File: src/design/calendar_or_elapsed_select_pkg.sv
// calendar_or_elapsed_select_pkg: register map, field positions, reset values and timing for the rtc counter bank
// assumes: byte-wide register port driven by a serial host front end
package calendar_or_elapsed_select_pkg;
  localparam logic [7:0] ADR_HUND     = 8'h00;
  localparam logic [7:0] ADR_SEC      = 8'h01;
  localparam logic [7:0] ADR_MIN      = 8'h02;
  localparam logic [7:0] ADR_HOUR     = 8'h03;
  localparam logic [7:0] ADR_DAY      = 8'h04;
  localparam logic [7:0] ADR_WDAY     = 8'h05;
  localparam logic [7:0] ADR_MON      = 8'h06;
  localparam logic [7:0] ADR_YEAR     = 8'h07;
  localparam logic [7:0] ADR_TRIM     = 8'h24;
  localparam logic [7:0] ADR_OSC      = 8'h25;
  localparam logic [7:0] ADR_BSUP     = 8'h26;
  localparam logic [7:0] ADR_PINF     = 8'h27;
  localparam logic [7:0] ADR_FUNC     = 8'h28;
  localparam logic [7:0] ADR_MASKA    = 8'h29;
  localparam logic [7:0] ADR_MASKB    = 8'h2a;
  localparam logic [7:0] ADR_FLAGS    = 8'h2b;
  localparam logic [7:0] ADR_SCRATCH  = 8'h2c;
  localparam logic [7:0] ADR_WDOG     = 8'h2d;
  localparam logic [7:0] ADR_HALT     = 8'h2e;
  localparam logic [7:0] ADR_SRST     = 8'h2f;
  // field positions
  localparam int BIT_OSC_HALT   = 7;
  localparam int BIT_ANY_FLAG   = 7;
  localparam int BIT_PM         = 5;
  localparam int BIT_FMT12      = 5;
  localparam int BIT_CENTI_EN   = 7;
  localparam int BIT_CAL_SEL    = 4;
  localparam int BIT_HALT       = 0;
  localparam int BIT_CLR_PRESC  = 7;
  // reset values
  localparam logic [7:0] RST_HUND   = 8'h00;
  localparam logic [7:0] RST_SEC    = 8'h00;
  localparam logic [7:0] RST_MIN    = 8'h00;
  localparam logic [7:0] RST_HOUR   = 8'h00;
  localparam logic [7:0] RST_DAY    = 8'h01;
  localparam logic [7:0] RST_WDAY   = 8'h06;
  localparam logic [7:0] RST_MON    = 8'h01;
  localparam logic [7:0] RST_YEAR   = 8'h00;
  localparam logic [7:0] RST_CTRL   = 8'h00;
  // soft reset command pattern with prescaler clear
  localparam logic [7:0] SRST_FIXED_MASK = 8'h76;
  localparam logic [7:0] SRST_FIXED_VAL  = 8'h24;
  // timing: 100 hz tick from a 100 mhz clock
  localparam int CLK_HZ      = 100000000;
  localparam int TICK_HZ     = 100;
  localparam int TICK_CYCLES = CLK_HZ / TICK_HZ;
  typedef enum logic [1:0] {CALENDAR_OR_ELAPSED_SELECT_IDLE, CALENDAR_OR_ELAPSED_SELECT_ADVANCE} calendar_or_elapsed_select_state_t;
endpackage

File: src/design/calendar_or_elapsed_select_top.sv
// calendar_or_elapsed_select_top: calendar counter bank and control register file of a real-time clock
// assumes: a serial host front end presents one-cycle byte reads and writes on the register port
// Function
// - calendar mode when select field is zero
// - counters hold packed bcd digits
// - digit fields count 0 to 9, written digits are not range checked
// - unimplemented time bits read zero
// - hundredths count only when enabled, else zero
// - reset to 2000-01-01 saturday, halt flag set
// - seconds carry halt flag, minutes pending bit
// - hour, day, weekday, month, year ranges
// - control bank sits at 24h to 2fh
// - oscillator bit selects 12 or 24 hour
// - year divisible by four gives february 29
// - pending bit mirrors any set flag
// - halt flag sticky, set while oscillator stopped
`timescale 1ns/100ps
module calendar_or_elapsed_select_top
  import calendar_or_elapsed_select_pkg::*;
#(
  parameter int TICK_DIV = TICK_CYCLES
)
(
  // clock and reset
  input  wire logic       clk_i,
  input  wire logic       rst_i,
  // register port
  input  wire logic       wr_i,
  input  wire logic       rd_i,
  input  wire logic [7:0] addr_i,
  input  wire logic [7:0] wdata_i,
  output logic      [7:0] rdata_o,
  output logic            rvalid_o,
  // oscillator status and event flag sources
  input  wire logic       osc_running_i,
  input  wire logic [7:0] flag_set_i,
  // status
  output logic            halted_o,
  output logic            calendar_mode_o
);
  logic [31:0] presc_ff;
  logic        tick;
  logic [7:0]  trim_ff, osc_ff, bsup_ff, pinf_ff, func_ff, maska_ff, maskb_ff;
  logic [7:0]  flags_ff, scratch_ff, wdog_ff;
  logic        halt_ff;
  logic        osc_halt_ff;
  logic [7:0]  rdata_ff;
  logic        rvalid_ff;
  logic        presc_clr;
  logic        cal_mode;
  logic        centi_en;
  logic        fmt12;
  logic [7:0]  hund, sec, mins, hour, day, wday, mon, year;
  logic        c_hund, c_sec, c_min, c_hour, c_day, c_mon;
  logic        i_hund, i_sec, i_min, i_hour, i_day, i_mon, i_year;
  logic [7:0]  hour_min, hour_max, day_max;
  logic        leap;
  logic        any_flag;
  logic [7:0]  hour_ld;
  logic        day_inc;

  assign cal_mode  = (func_ff[BIT_CAL_SEL] == 1'b0);
  assign centi_en  = func_ff[BIT_CENTI_EN];
  assign fmt12     = osc_ff[BIT_FMT12];
  assign presc_clr = wr_i && (addr_i == ADR_SRST) &&
                     ((wdata_i & SRST_FIXED_MASK) == SRST_FIXED_VAL) && wdata_i[BIT_CLR_PRESC];

  // 100 hz tick divider
  always_ff @(posedge clk_i or posedge rst_i)
  begin
    if (rst_i)
      presc_ff <= 32'h0;
    else if (halt_ff || presc_clr || (presc_ff == 32'(TICK_DIV - 1)))
      presc_ff <= 32'h0;
    else
      presc_ff <= presc_ff + 32'h1;
  end
  assign tick = !halt_ff && cal_mode && !presc_clr && (presc_ff == 32'(TICK_DIV - 1));

  // carry chain
  assign i_hund = tick && centi_en;
  assign i_sec  = centi_en ? c_hund : tick;
  assign i_min  = c_sec;
  assign i_hour = c_min;
  assign i_day  = day_inc;
  assign i_mon  = c_day;
  assign i_year = c_mon;

  // hour range by format
  always_comb
  begin
    if (fmt12)
    begin
      hour_min = 8'h01;
      hour_max = 8'h12;
    end
    else
    begin
      hour_min = 8'h00;
      hour_max = 8'h23;
    end
  end

  // month length
  assign leap = (year[4] == 1'b0) ? (year[1:0] == 2'b00) : (year[1:0] == 2'b10);
  always_comb
  begin
    case (mon)
      8'h02:   day_max = leap ? 8'h29 : 8'h28;
      8'h04,
      8'h06,
      8'h09,
      8'h11:   day_max = 8'h30;
      default: day_max = 8'h31;
    endcase
  end

  function automatic logic [7:0] wr_field(input logic [7:0] d, input logic [7:0] m);
    wr_field = d & m;
  endfunction

  // 12 hour mode: hour counter holds 01..12 plus afternoon indicator in bit 5
  logic       pm_ff;
  logic [7:0] hour_rd;
  always_ff @(posedge clk_i or posedge rst_i)
  begin
    if (rst_i)
      pm_ff <= 1'b0;
    else if (wr_i && (addr_i == ADR_HOUR))
      pm_ff <= fmt12 && wdata_i[BIT_PM];
    else if (i_hour && fmt12 && (hour == 8'h11))
      pm_ff <= !pm_ff;
  end
  assign hour_ld = fmt12 ? wr_field(wdata_i, 8'h1f) : wr_field(wdata_i, 8'h3f);
  assign hour_rd = fmt12 ? {2'b00, pm_ff, hour[4:0]} : {2'b00, hour[5:0]};

  // 12 hour mode: the date moves on only at the 11 pm to 12 am step
  always_comb
  begin
    if (fmt12)
      day_inc = i_hour && (hour == 8'h11) && pm_ff;
    else
      day_inc = c_hour;
  end

  calendar_or_elapsed_select_bcd_digit #(.RST_VAL(RST_HUND)) u_hund (
    .clk_i      (clk_i),
    .rst_i      (rst_i),
    .inc_i      (i_hund),
    .min_i      (8'h00),
    .max_i      (8'h99),
    .load_i     (wr_i && (addr_i == ADR_HUND)),
    .load_val_i (wdata_i),
    .val_o      (hund),
    .carry_o    (c_hund));
  calendar_or_elapsed_select_bcd_digit #(.RST_VAL(RST_SEC)) u_sec (
    .clk_i      (clk_i),
    .rst_i      (rst_i),
    .inc_i      (i_sec),
    .min_i      (8'h00),
    .max_i      (8'h59),
    .load_i     (wr_i && (addr_i == ADR_SEC)),
    .load_val_i (wr_field(wdata_i, 8'h7f)),
    .val_o      (sec),
    .carry_o    (c_sec));
  calendar_or_elapsed_select_bcd_digit #(.RST_VAL(RST_MIN)) u_min (
    .clk_i      (clk_i),
    .rst_i      (rst_i),
    .inc_i      (i_min),
    .min_i      (8'h00),
    .max_i      (8'h59),
    .load_i     (wr_i && (addr_i == ADR_MIN)),
    .load_val_i (wr_field(wdata_i, 8'h7f)),
    .val_o      (mins),
    .carry_o    (c_min));
  calendar_or_elapsed_select_bcd_digit #(.RST_VAL(RST_HOUR)) u_hour (
    .clk_i      (clk_i),
    .rst_i      (rst_i),
    .inc_i      (i_hour),
    .min_i      (hour_min),
    .max_i      (hour_max),
    .load_i     (wr_i && (addr_i == ADR_HOUR)),
    .load_val_i (hour_ld),
    .val_o      (hour),
    .carry_o    (c_hour));
  calendar_or_elapsed_select_bcd_digit #(.RST_VAL(RST_DAY)) u_day (
    .clk_i      (clk_i),
    .rst_i      (rst_i),
    .inc_i      (i_day),
    .min_i      (8'h01),
    .max_i      (day_max),
    .load_i     (wr_i && (addr_i == ADR_DAY)),
    .load_val_i (wr_field(wdata_i, 8'h3f)),
    .val_o      (day),
    .carry_o    (c_day));
  calendar_or_elapsed_select_bcd_digit #(.RST_VAL(RST_WDAY)) u_wday (
    .clk_i      (clk_i),
    .rst_i      (rst_i),
    .inc_i      (i_day),
    .min_i      (8'h00),
    .max_i      (8'h06),
    .load_i     (wr_i && (addr_i == ADR_WDAY)),
    .load_val_i (wr_field(wdata_i, 8'h07)),
    .val_o      (wday),
    .carry_o    ());
  calendar_or_elapsed_select_bcd_digit #(.RST_VAL(RST_MON)) u_mon (
    .clk_i      (clk_i),
    .rst_i      (rst_i),
    .inc_i      (i_mon),
    .min_i      (8'h01),
    .max_i      (8'h12),
    .load_i     (wr_i && (addr_i == ADR_MON)),
    .load_val_i (wr_field(wdata_i, 8'h1f)),
    .val_o      (mon),
    .carry_o    (c_mon));
  calendar_or_elapsed_select_bcd_digit #(.RST_VAL(RST_YEAR)) u_year (
    .clk_i      (clk_i),
    .rst_i      (rst_i),
    .inc_i      (i_year),
    .min_i      (8'h00),
    .max_i      (8'h99),
    .load_i     (wr_i && (addr_i == ADR_YEAR)),
    .load_val_i (wdata_i),
    .val_o      (year),
    .carry_o    ());

  // oscillator halt flag
  always_ff @(posedge clk_i or posedge rst_i)
  begin
    if (rst_i)
      osc_halt_ff <= 1'b1;
    else if (!osc_running_i)
      osc_halt_ff <= 1'b1;
    else if (wr_i && (addr_i == ADR_SEC))
      osc_halt_ff <= wdata_i[BIT_OSC_HALT];
  end

  // event flags, set wins over clear
  always_ff @(posedge clk_i or posedge rst_i)
  begin
    if (rst_i)
      flags_ff <= RST_CTRL;
    else if (wr_i && (addr_i == ADR_FLAGS))
      flags_ff <= (flags_ff & wdata_i) | flag_set_i;
    else
      flags_ff <= flags_ff | flag_set_i;
  end
  assign any_flag = |flags_ff;

  // control bank
  always_ff @(posedge clk_i or posedge rst_i)
  begin
    if (rst_i)
    begin
      trim_ff    <= RST_CTRL;
      osc_ff     <= RST_CTRL;
      bsup_ff    <= RST_CTRL;
      pinf_ff    <= RST_CTRL;
      func_ff    <= RST_CTRL;
      maska_ff   <= RST_CTRL;
      maskb_ff   <= RST_CTRL;
      scratch_ff <= RST_CTRL;
      wdog_ff    <= RST_CTRL;
      halt_ff    <= 1'b0;
    end
    else if (wr_i)
    begin
      case (addr_i)
        ADR_TRIM:    trim_ff    <= wdata_i;
        ADR_OSC:     osc_ff     <= wdata_i;
        ADR_BSUP:    bsup_ff    <= {3'b000, wdata_i[4:0]};
        ADR_PINF:    pinf_ff    <= wdata_i;
        ADR_FUNC:    func_ff    <= wdata_i;
        ADR_MASKA:   maska_ff   <= wdata_i;
        ADR_MASKB:   maskb_ff   <= wdata_i;
        ADR_SCRATCH: scratch_ff <= wdata_i;
        ADR_WDOG:    wdog_ff    <= wdata_i;
        ADR_HALT:    halt_ff    <= wdata_i[BIT_HALT];
        default:     halt_ff    <= halt_ff;
      endcase
    end
  end

  // read data
  always_ff @(posedge clk_i or posedge rst_i)
  begin
    if (rst_i)
    begin
      rdata_ff  <= 8'h00;
      rvalid_ff <= 1'b0;
    end
    else
    begin
      rvalid_ff <= rd_i;
      if (rd_i)
      begin
        case (addr_i)
          ADR_HUND:    rdata_ff <= centi_en ? hund : 8'h00;
          ADR_SEC:     rdata_ff <= {osc_halt_ff, sec[6:0]};
          ADR_MIN:     rdata_ff <= {any_flag, mins[6:0]};
          ADR_HOUR:    rdata_ff <= hour_rd;
          ADR_DAY:     rdata_ff <= {2'b00, day[5:0]};
          ADR_WDAY:    rdata_ff <= {5'b00000, wday[2:0]};
          ADR_MON:     rdata_ff <= {3'b000, mon[4:0]};
          ADR_YEAR:    rdata_ff <= year;
          ADR_TRIM:    rdata_ff <= trim_ff;
          ADR_OSC:     rdata_ff <= osc_ff;
          ADR_BSUP:    rdata_ff <= bsup_ff;
          ADR_PINF:    rdata_ff <= pinf_ff;
          ADR_FUNC:    rdata_ff <= func_ff;
          ADR_MASKA:   rdata_ff <= maska_ff;
          ADR_MASKB:   rdata_ff <= maskb_ff;
          ADR_FLAGS:   rdata_ff <= flags_ff;
          ADR_SCRATCH: rdata_ff <= scratch_ff;
          ADR_WDOG:    rdata_ff <= wdog_ff;
          ADR_HALT:    rdata_ff <= {7'h00, halt_ff};
          default:     rdata_ff <= 8'h00;
        endcase
      end
    end
  end

  assign rdata_o         = rdata_ff;
  assign rvalid_o        = rvalid_ff;
  assign halted_o        = halt_ff;
  assign calendar_mode_o = cal_mode;
endmodule // calendar_or_elapsed_select_top

File: src/design/calendar_or_elapsed_select_bcd_digit.sv
// calendar_or_elapsed_select_bcd_digit: two-digit bcd counter stage with programmable range
// assumes: inc_i is a one-cycle pulse, load has priority over counting
`timescale 1ns/100ps
module calendar_or_elapsed_select_bcd_digit
  import calendar_or_elapsed_select_pkg::*;
#(
  parameter logic [7:0] RST_VAL = 8'h00
)
(
  // clock and reset
  input  wire logic       clk_i,
  input  wire logic       rst_i,
  // control
  input  wire logic       inc_i,
  input  wire logic [7:0] min_i,
  input  wire logic [7:0] max_i,
  input  wire logic       load_i,
  input  wire logic [7:0] load_val_i,
  // state
  output logic      [7:0] val_o,
  output logic            carry_o
);
  logic [7:0] val_ff;
  logic [7:0] nxt_val;

  always_comb
  begin
    carry_o = inc_i && (val_ff == max_i);
    if (carry_o)
      nxt_val = min_i;
    else if (val_ff[3:0] >= 4'h9)
      nxt_val = {val_ff[7:4] + 4'h1, 4'h0};
    else
      nxt_val = {val_ff[7:4], val_ff[3:0] + 4'h1};
  end

  always_ff @(posedge clk_i or posedge rst_i)
  begin
    if (rst_i)
      val_ff <= RST_VAL;
    else if (load_i)
      val_ff <= load_val_i;
    else if (inc_i)
      val_ff <= nxt_val;
  end

  assign val_o = val_ff;
endmodule // calendar_or_elapsed_select_bcd_digit

File: config.mk
export PLATFORM = sky130hd
export DESIGN_NAME = calendar_or_elapsed_select_top
export DESIGN_NICKNAME = d
export VERILOG_FILES = /design/src/design/calendar_or_elapsed_select_pkg.sv /design/src/design/calendar_or_elapsed_select_top.sv /design/src/design/calendar_or_elapsed_select_bcd_digit.sv
export SDC_FILE = /design/constraint.sdc
export NUM_CORES = 1
export LEC_CHECK = 0
export ABC_AREA = 1
export BUFFER_PORTS_ARGS = -buffer_cell sky130_fd_sc_hd__buf_2
export CAP_MARGIN = 15
export CELL_PAD_IN_SITES_DETAIL_PLACEMENT = 1
export CELL_PAD_IN_SITES_GLOBAL_PLACEMENT = 1
export CORE_ASPECT_RATIO = 0.9
export CORE_MARGIN = 10
export CORE_UTILIZATION = 43
export CTS_BUF_LIST = sky130_fd_sc_hd__clkbuf_8
export DETAILED_ROUTE_END_ITERATION = 7
export PLACE_DENSITY_LB_ADDON = 0.1
export SLEW_MARGIN = 20
export SYNTH_ARGS = -nofsm -noshare
export SYNTH_HDL_FRONTEND = slang
export SYNTH_HIERARCHICAL = 1
export SYNTH_SLANG_ARGS = --single-unit
File: constraint.sdc
create_clock -name clk_i -period 6.1 [get_ports clk_i]
set_input_delay 0.61 -clock clk_i [delete_from_list [all_inputs] [get_ports clk_i]]
set_output_delay 0.61 -clock clk_i [all_outputs]
set_load 0.05 [all_outputs]
After elaboration in Yosys (flattened, before gate mapping):

Cells that the tools add are included.

* input bits: 29
* output and inout bits: 11
* logic and storage cells: 220
* register bits: 185

* add/subtract/negate cells: 17
* equal/unequal tests: 37
* reduce and logical (&&, ||, !) cells: 73
* mux-type cells: 49
* $lt $le $gt $ge: 8
* bitwise operators: 4

Operators by type and width (number)
* two-way mux 8 bit: 34
* one-hot mux 8 bit (19 select lines): 1
* equality test 8 x 6 -> 1 bit (second input constant): 12
* adder 4 x 1 -> 4 bit (second input constant): 16
* equality test 8 x 3 -> 1 bit (second input constant): 7
* AND reduction 2 bit: 18
* adder 32 x 1 -> 32 bit (second input constant): 1
* equality test 32 x 20 -> 1 bit (second input constant): 1
* >= comparator 4 bit (second input constant): 8
* two-way mux 32 bit: 1
* logical AND 1 bit: 29
* equality test 8 x 2 -> 1 bit (second input constant): 3
* equality test 8 x 5 -> 1 bit (second input constant): 3
* nonzero test 3 bit: 8
* two-way mux 6 bit: 3
* nonzero test 2 bit: 9
* equality test 8 x 6 -> 1 bit: 2
* equality test 8 x 7 -> 1 bit (second input constant): 2
* equality test 8 bit (second input constant): 2
* OR 8 bit: 2
* one-hot mux 5 bit (2 select lines): 1
* two-way mux 1 bit: 9
* bitwise AND 8 bit: 1
* equality test 8 x 1 -> 1 bit (second input constant): 1
* 11 further kinds: 14

Logic depth before layout (Yosys ltp):

Gate-level depths: netlist of run 1.

* word-level depth: 21
* mapped depth: 59
* depth with buffers taken out: 59

By module:

Netlist of run 1, hierarchy kept.

By module, submodules not included
* calendar_or_elapsed_select_top: seq. area each 3029.2 um2, instances 1, cells each 937, area each 6700.2 um2
* calendar_or_elapsed_select_bcd_digit (u_hour ...): seq. area each 200.2 um2, instances 5, cells each 134, area each 832.0 um2
* calendar_or_elapsed_select_bcd_digit (u_day ...): seq. area each 201.4 um2, instances 2, cells each 134, area each 833.3 um2
* calendar_or_elapsed_select_bcd_digit (u_wday): seq. area each 202.7 um2, instances 1, cells each 134, area each 834.6 um2

Worst setup path before layout of run 1:

No wires, ideal clock.

* kind: register to register
* start point: register presc_ff[0]
* end point: register u_year.val_ff[4], in the netlist u_year/val_o[4]
* path buffers: 1
* data arrival time: 5.597 ns
* data required time: 5.984 ns
* library setup time: 0.116 ns
* slack: 0.386 ns
* clock period less this slack: 5.714 ns
* stages on the path, launching flop included: 60
* cell sequence: dfrtp_1 -> ha_1 -> nand2_1 -> nor2_1 -> inv_1 -> nor2_2 -> nand3_1 -> nor2_2 -> nand3_1 -> nor2_1 -> inv_1 -> a21oi_2 -> nand2_1 -> nor2_2 -> nand3_2 -> inv_1 -> nor2_1 -> a21oi_1 -> [24 not listed] -> nand3_2 -> inv_1 -> inv_1 -> a21oi_2 -> nand2_1 -> nor2_2 -> nand3_2 -> inv_1 -> inv_1 -> a21oi_2 -> nand2_1 -> nor2_2 -> nand3_2 -> buf_6 -> nand2_1 -> nand3_1 -> nand2_1 -> nand2_1

* elaborated cells between the ends (all ways): 20
* those cells by class: eq/ne (1); mux (5); reduce/logical (14)

RTL lines
* start: declaration: line calendar_or_elapsed_select_top.sv:41 `logic [31:0] presc_ff;`
* start signal: assignment: line calendar_or_elapsed_select_top.sv:76 `presc_ff <= presc_ff + 32'h1;`
* equality test 32 x 20 -> 1 bit (*): line calendar_or_elapsed_select_top.sv:78 `assign tick = !halt_ff && cal_mode && !presc_clr && (presc_ff == 32'(TICK_DIV - 1));`
* logical AND 1 bit (*): line calendar_or_elapsed_select_top.sv:78
* logical AND 1 bit (*): line calendar_or_elapsed_select_top.sv:81 `assign i_hund = tick && centi_en;`
* named net i_hund: line calendar_or_elapsed_select_top.sv:55 `logic i_hund, i_sec, i_min, i_hour, i_day, i_mon, i_year;`
* logical AND 1 bit (*): line calendar_or_elapsed_select_bcd_digit.sv:28 `carry_o = inc_i && (val_ff == max_i);`
* named net c_hund: line calendar_or_elapsed_select_top.sv:54 `logic c_hund, c_sec, c_min, c_hour, c_day, c_mon;`
* two-way mux 1 bit (*): line calendar_or_elapsed_select_top.sv:82 `assign i_sec = centi_en ? c_hund : tick;`
* named net i_sec: line calendar_or_elapsed_select_top.sv:55
* [1 not listed]
* named net c_sec: line calendar_or_elapsed_select_top.sv:54
* [1 not listed]
* named net c_min: line calendar_or_elapsed_select_top.sv:54
* [1 not listed]
* named net c_hour: line calendar_or_elapsed_select_top.sv:54
* [1 not listed]
* named net day_inc: line calendar_or_elapsed_select_top.sv:60 `logic day_inc;`
* logical AND 1 bit (*): line calendar_or_elapsed_select_bcd_digit.sv:28
* named net c_day: line calendar_or_elapsed_select_top.sv:54
* logical AND 1 bit (*): line calendar_or_elapsed_select_bcd_digit.sv:28
* named net c_mon: line calendar_or_elapsed_select_top.sv:54
* logical AND 1 bit: line calendar_or_elapsed_select_bcd_digit.sv:28
* two-way mux 8 bit: line calendar_or_elapsed_select_bcd_digit.sv:29 `if (carry_o)`
* two-way mux 8 bit: line calendar_or_elapsed_select_bcd_digit.sv:43 `else if (inc_i)`
* two-way mux 8 bit: line calendar_or_elapsed_select_bcd_digit.sv:41 `else if (load_i)`
* end signal: assignment: line calendar_or_elapsed_select_bcd_digit.sv:42 `val_ff <= load_val_i;`
* end signal: assignment: line calendar_or_elapsed_select_bcd_digit.sv:44 `val_ff <= nxt_val;`
* end: declaration: line calendar_or_elapsed_select_bcd_digit.sv:23 `logic [7:0] val_ff;`

The timed path passes the listed nets; every way through them passes the cells marked *. The select of a mux whose other input is x is not followed.
A chain may end at the register's enable or synchronous reset.

Worst setup path in the final report of run 1:

* start point: register presc_ff[1]
* end point: register u_sec.val_ff[2], in the netlist u_sec/val_o[2]

* longest elaborated chain between the ends: 9
* elaborated cells between the ends (all ways): 10
* those cells by class: eq/ne (1); mux (4); reduce/logical (5)

RTL lines (line)
* equality test 32 x 20 -> 1 bit (*): calendar_or_elapsed_select_top.sv:78
* logical AND 1 bit (*): calendar_or_elapsed_select_top.sv:78
* logical AND 1 bit (*): calendar_or_elapsed_select_top.sv:81
* named net i_hund: calendar_or_elapsed_select_top.sv:55
* logical AND 1 bit (*): calendar_or_elapsed_select_bcd_digit.sv:28
* named net c_hund: calendar_or_elapsed_select_top.sv:54
* two-way mux 1 bit (*): calendar_or_elapsed_select_top.sv:82
* named net i_sec: calendar_or_elapsed_select_top.sv:55
* logical AND 1 bit: calendar_or_elapsed_select_bcd_digit.sv:28
* two-way mux 8 bit: calendar_or_elapsed_select_bcd_digit.sv:29
* two-way mux 8 bit: calendar_or_elapsed_select_bcd_digit.sv:43
* two-way mux 8 bit: calendar_or_elapsed_select_bcd_digit.sv:41
* end signal: assignment: calendar_or_elapsed_select_bcd_digit.sv:42
* end signal: assignment: calendar_or_elapsed_select_bcd_digit.sv:44
* end: declaration: calendar_or_elapsed_select_bcd_digit.sv:23

Marks and branches as above.

==> results of run 1 <==
==> metrics by stage <==
step                      worst slack, ps  instances  cell area (sq um)  TNS, ps  power (W)
after floorplan                       386       2200              14100        0    0.00166
after CTS                           -6.99       2720              15600    -16.5    0.00277
final                                -242       2733              15800    -1590    0.00278
after global placement               57.8       2649              14800        0    0.00181
after global routing                 -575       2733              15800    -6650    0.00292
after detailed placement             -352       2649              14800    -2580    0.00183
==> layout make-up <==
type	count	area, sq um	share of cell area (%)
Multi-Input combinational cell	1688	8290	52.4
Sequential cell	185	4640	29.3
Inverter	289	1090	6.89
Timing Repair Buffer	130	886	5.60
Tap cell	409	512	3.24
Clock buffer	18	248	1.57
Clock inverter	14	161	1.02
==> final timing paths <==
| kind | cells after the start | endpoint | startpoint | slack, ps |
|---|---|---|---|---|
| worst max-delay path | 50 | u_sec/val_o[2] | presc_ff[1] | -240 |
| worst max register to register | 50 | u_sec/val_o[2] | presc_ff[1] | -240 |
| worst min-delay path | 2 | u_year/val_o[3] | rst_i | 240 |
| min in group clk_i | 3 | flags_ff[5] | flag_set_i[5] | 260 |
| max in group asynchronous | 3 | presc_ff[0] | rst_i | 4280 |
| worst min register to register | 2 | rdata_o[7] | rdata_o[7] | 480 |
==> metal layers <==
layer	track usage [%]	share of wire, %	vias to the layer above
met1	32.6	45	6802
li1	-	-	6743
met5	0	0	-
met4	8.53	2.6	0
met3	4.55	4.6	81
met2	41.6	48	279
==> worst max-delay path: cells and delay by family (launching register included) <==
kind	cells	cell delay, ps
adder cells (fa/ha/maj)	1	210
AO/OA/AOI/OAI	3	440
flip-flops	1	370
buffers and inverters	33	3890
AND/OR/NAND/NOR	13	1350
==> registers in the layout, indices dropped and copies added (netlist names), 5 cells and up <==
name / cells
maska_ff: 8
scratch_ff: 8
rdata_o: 8
u_hund/val_o: 8
pinf_ff: 8
u_mon/val_o: 8
flags_ff: 8
func_ff: 8
maskb_ff: 8
presc_ff: 32
u_hour/val_o: 8
u_day/val_o: 8
bsup_ff: 5
u_min/val_o: 8
trim_ff: 8
u_sec/val_o: 8
u_year/val_o: 8
wdog_ff: 8
osc_ff: 8
u_wday/val_o: 8
==> layout by cell type, fill, tap and decap left out, types with 18 or more instances in the layout <==
cell      instances
clkbuf_8         18
nand3_1         174
o21ai_1          32
nand2_1         594
o21ai_0          93
conb_1          193
nand3_2          19
ha_1             32
nor2_4           22
dfrtp_1         180
buf_2            39
buf_4            89
a22oi_1          32
nor3_1           30
nor2_1          251
nor2_2           21
inv_2            51
inv_1           237
nand2_2          32
xor2_1           28
xnor2_1          21
a21oi_1          18
==> timing repair <==
action,in CTS,in global routing
endpoints found under the setup margin,8,27
pin swaps,7,31
resized for setup,17,40
setup buffers,39,13
==> power by group through the flow <==
| stage | registers [W] | logic (W) | clock network, W |
|---|---|---|---|
| final | 0.00137 | 0.000487 | 0.000921 |
| after global routing | 0.00138 | 0.000552 | 0.000993 |
| after CTS | 0.00136 | 0.000464 | 0.000938 |
| after detailed placement | 0.00139 | 0.000441 | 0 |
| after global placement | 0.00138 | 0.000426 | 0 |
| after floorplan | 0.00137 | 0.000293 | 0 |
==> kinds of logic (layout without fill, tap and decap cells) <==
kind of cell             count (synthesis)  in the layout  synth area share (%)
AO/OA/AOI/OAI                          221            221                  10.1
XOR/XNOR                                49             49                  3.21
adder cells (fa/ha/maj)                 33             33                  3.09
buffers and inverters                  327            451                  9.94
flip-flops                             185            185                  34.7
other                                    2            193                0.0562
AND/OR/NAND/NOR                       1192           1192                  38.9
==> metrics.txt, run 1 <==
ys async rst share=100%; GRT overflow=0; status=finished with violations; worst slew pin tran=1030 ps; die span in x=about 200 microns; I/O pin count=40; DR vias/cell=between 5 and 6; top cell type's share of synthesized area=about 34%; Die Footprint=around 0.039 sq mm; worst-skew pair later-pin latency=530 ps; Worst path slowest cell=dfrtp_1; Max-cap violations=0; final core occ=between 50 and 60%; core area=between 0.03 and 0.04 sq mm; Clock Skews=roughly 22 ps; RSZ-0062 raised after global routing=yes; final worst path period need=about 6300 ps; pin count of the biggest net entering global routing=63; cell taking the most area after synthesis=dfrtp_1; most used cell, CP=buf_4; post-synthesis sequential area ratio=a little over a third; Worst Hold Class=primary input to asynchronous set/reset pin; initial antenna violation count=0; share of total power in the clock network=33.2%; port bufs=39; switching power=around 0.00093 W; Comb power frac=between 10% and 20%; WL/cell=17.6 microns; final setup margin=-242 ps; Initial DRC Count=930; share of cells above drive strength 1=15.0%; sequential power share=49.3%; first-pass GRT wire length=roughly 77000 microns; Final nets=around 2400; CTS hold repair buffers=0; crit path DAT=approximately 6800 ps; Reg clk slew, reported paths=between 100 and 150 ps; switch share=between 30% and 40%; top post-synthesis cells by count=nand2_1, nor2_1, inv_1; Die Y=around 190 microns; Peak VDD IR=about 140 uV; Routed Antenna Nets=0; P per Cell Area=176 mW/mm^2; final setup vio count=12; clk root buf=clkbuf_8; ANT cells=0; largest fanout on the critical path=4; startpoint class of the critical path=flip-flop; Site Rows=approximately 60; synthesized area=about 0.013 sq mm; prevailing post-synth register cell=dfrtp_1; leakage=roughly 8.1 nW; CP max stage delay=~370 ps; Unique masters post-synth=38; final worst path period share=104%; kind of critical path=flip-flop to flip-flop; fillers=4205; CTS tree=built; initial core utilization=between 40% and 50%; top-count cell post-synth=nand2_1; GP Congestion=around 0.89; H-Tree Depth=4; CTS Sinks=~190; Internal Power=0.00184 W; FMAX=about 160 MHz; post-DP HPWL=about 35000 microns; Slew HR=between 30% and 40%; Syn Area/Cell=between 6 and 7 sq um; fin. max-slew vios=0; Num CTS Buffers=17; hold slack=237 ps; worst-case clock buffer depth=2; number of global-route vias before repair=~14000; Yosys warnings=6; vias post-DR=around 14000; gr usage total=between 20% and 30%; violated checks=negative setup slack; DRT Wirelength=a little under 50000 microns; Post-route DRC=0; crit end category=flip-flop; Final Hold Fails=0; TritonRoute pass-1 iters=5; P&R area growth vs syn=18.4%; synth top area cells=dfrtp_1, nand2_1, nor2_1; CP required=around 6600 ps; Post-synth EDFFs=0; Mapped Cells=2009; flops & latches, synth=roughly 190
(Power assumes the default switching activity.)
==> run 2: changes to the inputs <==
==> constraint.sdc (replaced) <==
create_clock -name clk_i -period 5.3 [get_ports clk_i]
set_input_delay 0.53 -clock clk_i [delete_from_list [all_inputs] [get_ports clk_i]]
set_output_delay 0.53 -clock clk_i [all_outputs]
set_load 0.05 [all_outputs]
==> metrics.txt, run 2 (same netlist as run 1, synthesis figures left out) <==
Initial DRC Count=954 (+2.6%); worst-skew pair later-pin latency=520 ps (about the same); DR vias/cell=5.09 (about the same); RSZ-0062 raised after global routing=yes; register area=0.00464 sq mm (unchanged); vias post-DR=14200 (+2.0%); Worst path slowest cell=dfrtp_1; final setup margin=-1010 ps (-766 ps); share of cells above drive strength 1=17.4% (+2.4 points); CTS tree=built; DRT Wirelength=48800 microns (+1.2%); fillers=4285 (+1.9%); placed cell areas=0.0152 sq mm (+2.7%); Routed Antenna Nets=0 (unchanged); leakage=8.51 nW (+4.5%); Die Footprint=0.0385 sq mm (unchanged); final worst path period need=6310 ps (-33.5 ps); GP Congestion=0.905 (+2.1%); crit path DAT=6760 ps (-40 ps); fin. max-slew vios=0 (unchanged); P per Cell Area=202 mW/mm^2 (+15%); port bufs=39 (unchanged); die span in x=206 microns (unchanged); H-Tree Depth=4 (unchanged); crit end category=flip-flop; number of global-route vias before repair=14500 (+0.62%); first-pass GRT wire length=77200 microns (-0.21%); worst-case clock buffer depth=2 (unchanged); Slew HR=27.1% (-3.9 points); Reg clk slew, reported paths=110 ps (about the same); final instance area=0.0163 sq mm (+3.1%); ANT cells=0 (unchanged); Worst Hold Class=primary input to asynchronous set/reset pin; kind of critical path=flip-flop to flip-flop; final worst path period share=119% (+15 points); Site Rows=61 (unchanged); Post-route DRC=0 (unchanged); final setup vio count=31 (+19); CP max stage delay=420 ps (+50 ps); Top reg by flops=presc_ff; Num CTS Buffers=17 (unchanged); TritonRoute pass-1 iters=5 (unchanged); commonest non-fill, non-tap cell in the layout=nand2_1; max FFs per register=32 (unchanged); CTS hold repair buffers=0 (unchanged); dpl cells=2701 (+2.0%); GRT overflow=0 (unchanged); Multi-input gate area=0.00831 sq mm (+0.30%); sequential power share=47.4% (-1.9 points); status=finished with violations; switching power=0.00114 W (+22%); worst slew pin tran=1090 ps (+63.9 ps); CP required=5750 ps (-810 ps); FMAX=159 MHz (+0.53%); post-DP HPWL=36000 microns (+1.6%); Peak VDD IR=173 uV (+21%); CTS Sinks=185 (unchanged); pin count of the biggest net entering global routing=73 (+16%); Die Y=187 microns (unchanged); WL/cell=17.5 microns (-0.73%); core area=0.0308 sq mm (unchanged); startpoint class of the critical path=flip-flop; I/O pin count=40 (unchanged); share of total power in the clock network=34.0% (+0.8 points); post-route insts no fill=2786 (+1.9%); initial core utilization=43.4% (unchanged); Internal Power=0.00216 W (+17%); P&R area growth vs syn=22.1%; Comb power frac=18.6% (+1.1 points); Max-cap violations=0 (unchanged); violated checks=negative setup slack; Final Hold Fails=0 (unchanged); switch share=34.5% (+0.88 points); Clock Skews=25.6 ps (+3.70 ps); Final nets=2426 (+2.2%); hold slack=170 ps (-67.2 ps); most frequent cells in the layout=nand2_1, nor2_1, inv_1; largest fanout on the critical path=5 (+1); initial antenna violation count=2 (+2); clk root buf=clkbuf_8; most used cell, CP=inv_2; gr usage total=25.3% (about the same)
## run 2: cell count changes in the layout (fill, tap and decap cells not counted), moves of 3 or more
cell      change
buf_4        +48
nor2_2        +6
buf_6         +4
clkinv_8      +4
nor2_4        -4
nand2_1       -3
## run 2: final cells by class
class / count / area share (%)
inverters: 289 / 6.68
repair buffers: 183 / 8.04
clock buffers: 17 / 1.43
multi-input cells: 1688 / 50.9
clock inverters: 15 / 1.36
well taps: 409 / 3.14
flip-flops and latches: 185 / 28.4
## run 2: timing repair
| action | CTS | global route |
|---|---|---|
| buffers inserted | 37 | 22 |
| setup endpoints to repair | 28 | 32 |
| hold endpoints to repair | 0 | 0 |
| pin swaps | 12 | 31 |
| gates resized for setup | 18 | 39 |
## run 2: power groups by stage
stage	registers, W	logic (W)	clock network (W)
2_1_floorplan	0.00158	0.000338	0
3_3_place_gp	0.00158	0.000544	0
3_5_place_dp	0.00158	0.000567	0
4_1_cts	0.00156	0.000578	0.00114
5_1_grt	0.00157	0.000693	0.00120
6_report	0.00156	0.000613	0.00112
## run 2: worst max-delay path, delay by kind of cell (launching register included)
kind / cells / cell delay (ps)
buf+inv: 15 / 1130
flops: 1 / 420
simple gates: 32 / 3370
compound gates: 10 / 1170
fa+ha+maj: 1 / 170
## run 2: per-stage QoR
step                worst slack (ps)  util [%]  total power, W  setup TNS, ps
floorplan                       -216         -         0.00191          -1350
global placement                -553      49.6         0.00212          -4190
detailed placement              -996      49.6         0.00215         -11270
CTS                             -537      52.2         0.00328          -7300
global route                   -1530      53.0         0.00346         -26850
finish                         -1010      53.0         0.00330         -12460
## run 2: final timing paths
kind,start,end,cells after the start,slack (ps)
max,presc_ff[0],u_year/val_o[2],58,-1010
min,rst_i,u_year/val_o[1],2,170
max reg2reg,presc_ff[0],u_year/val_o[2],58,-1010
min reg2reg,rdata_o[6],rdata_o[6],2,490
max in group asynchronous,rst_i,rdata_o[1],3,3640
min in group clk_i,flag_set_i[4],flags_ff[4],3,180
## run 2: layer usage
| metal | wire, microns | track usage [%] | vias to the layer above |
|---|---|---|---|
| li1 | - | - | 6862 |
| met1 | 21400 | 32.4 | 6972 |
| met2 | 23400 | 41.3 | 276 |
| met3 | 2410 | 4.92 | 75 |
| met4 | 1490 | 8.98 | 2 |
| met5 | 17 | 0 | - |
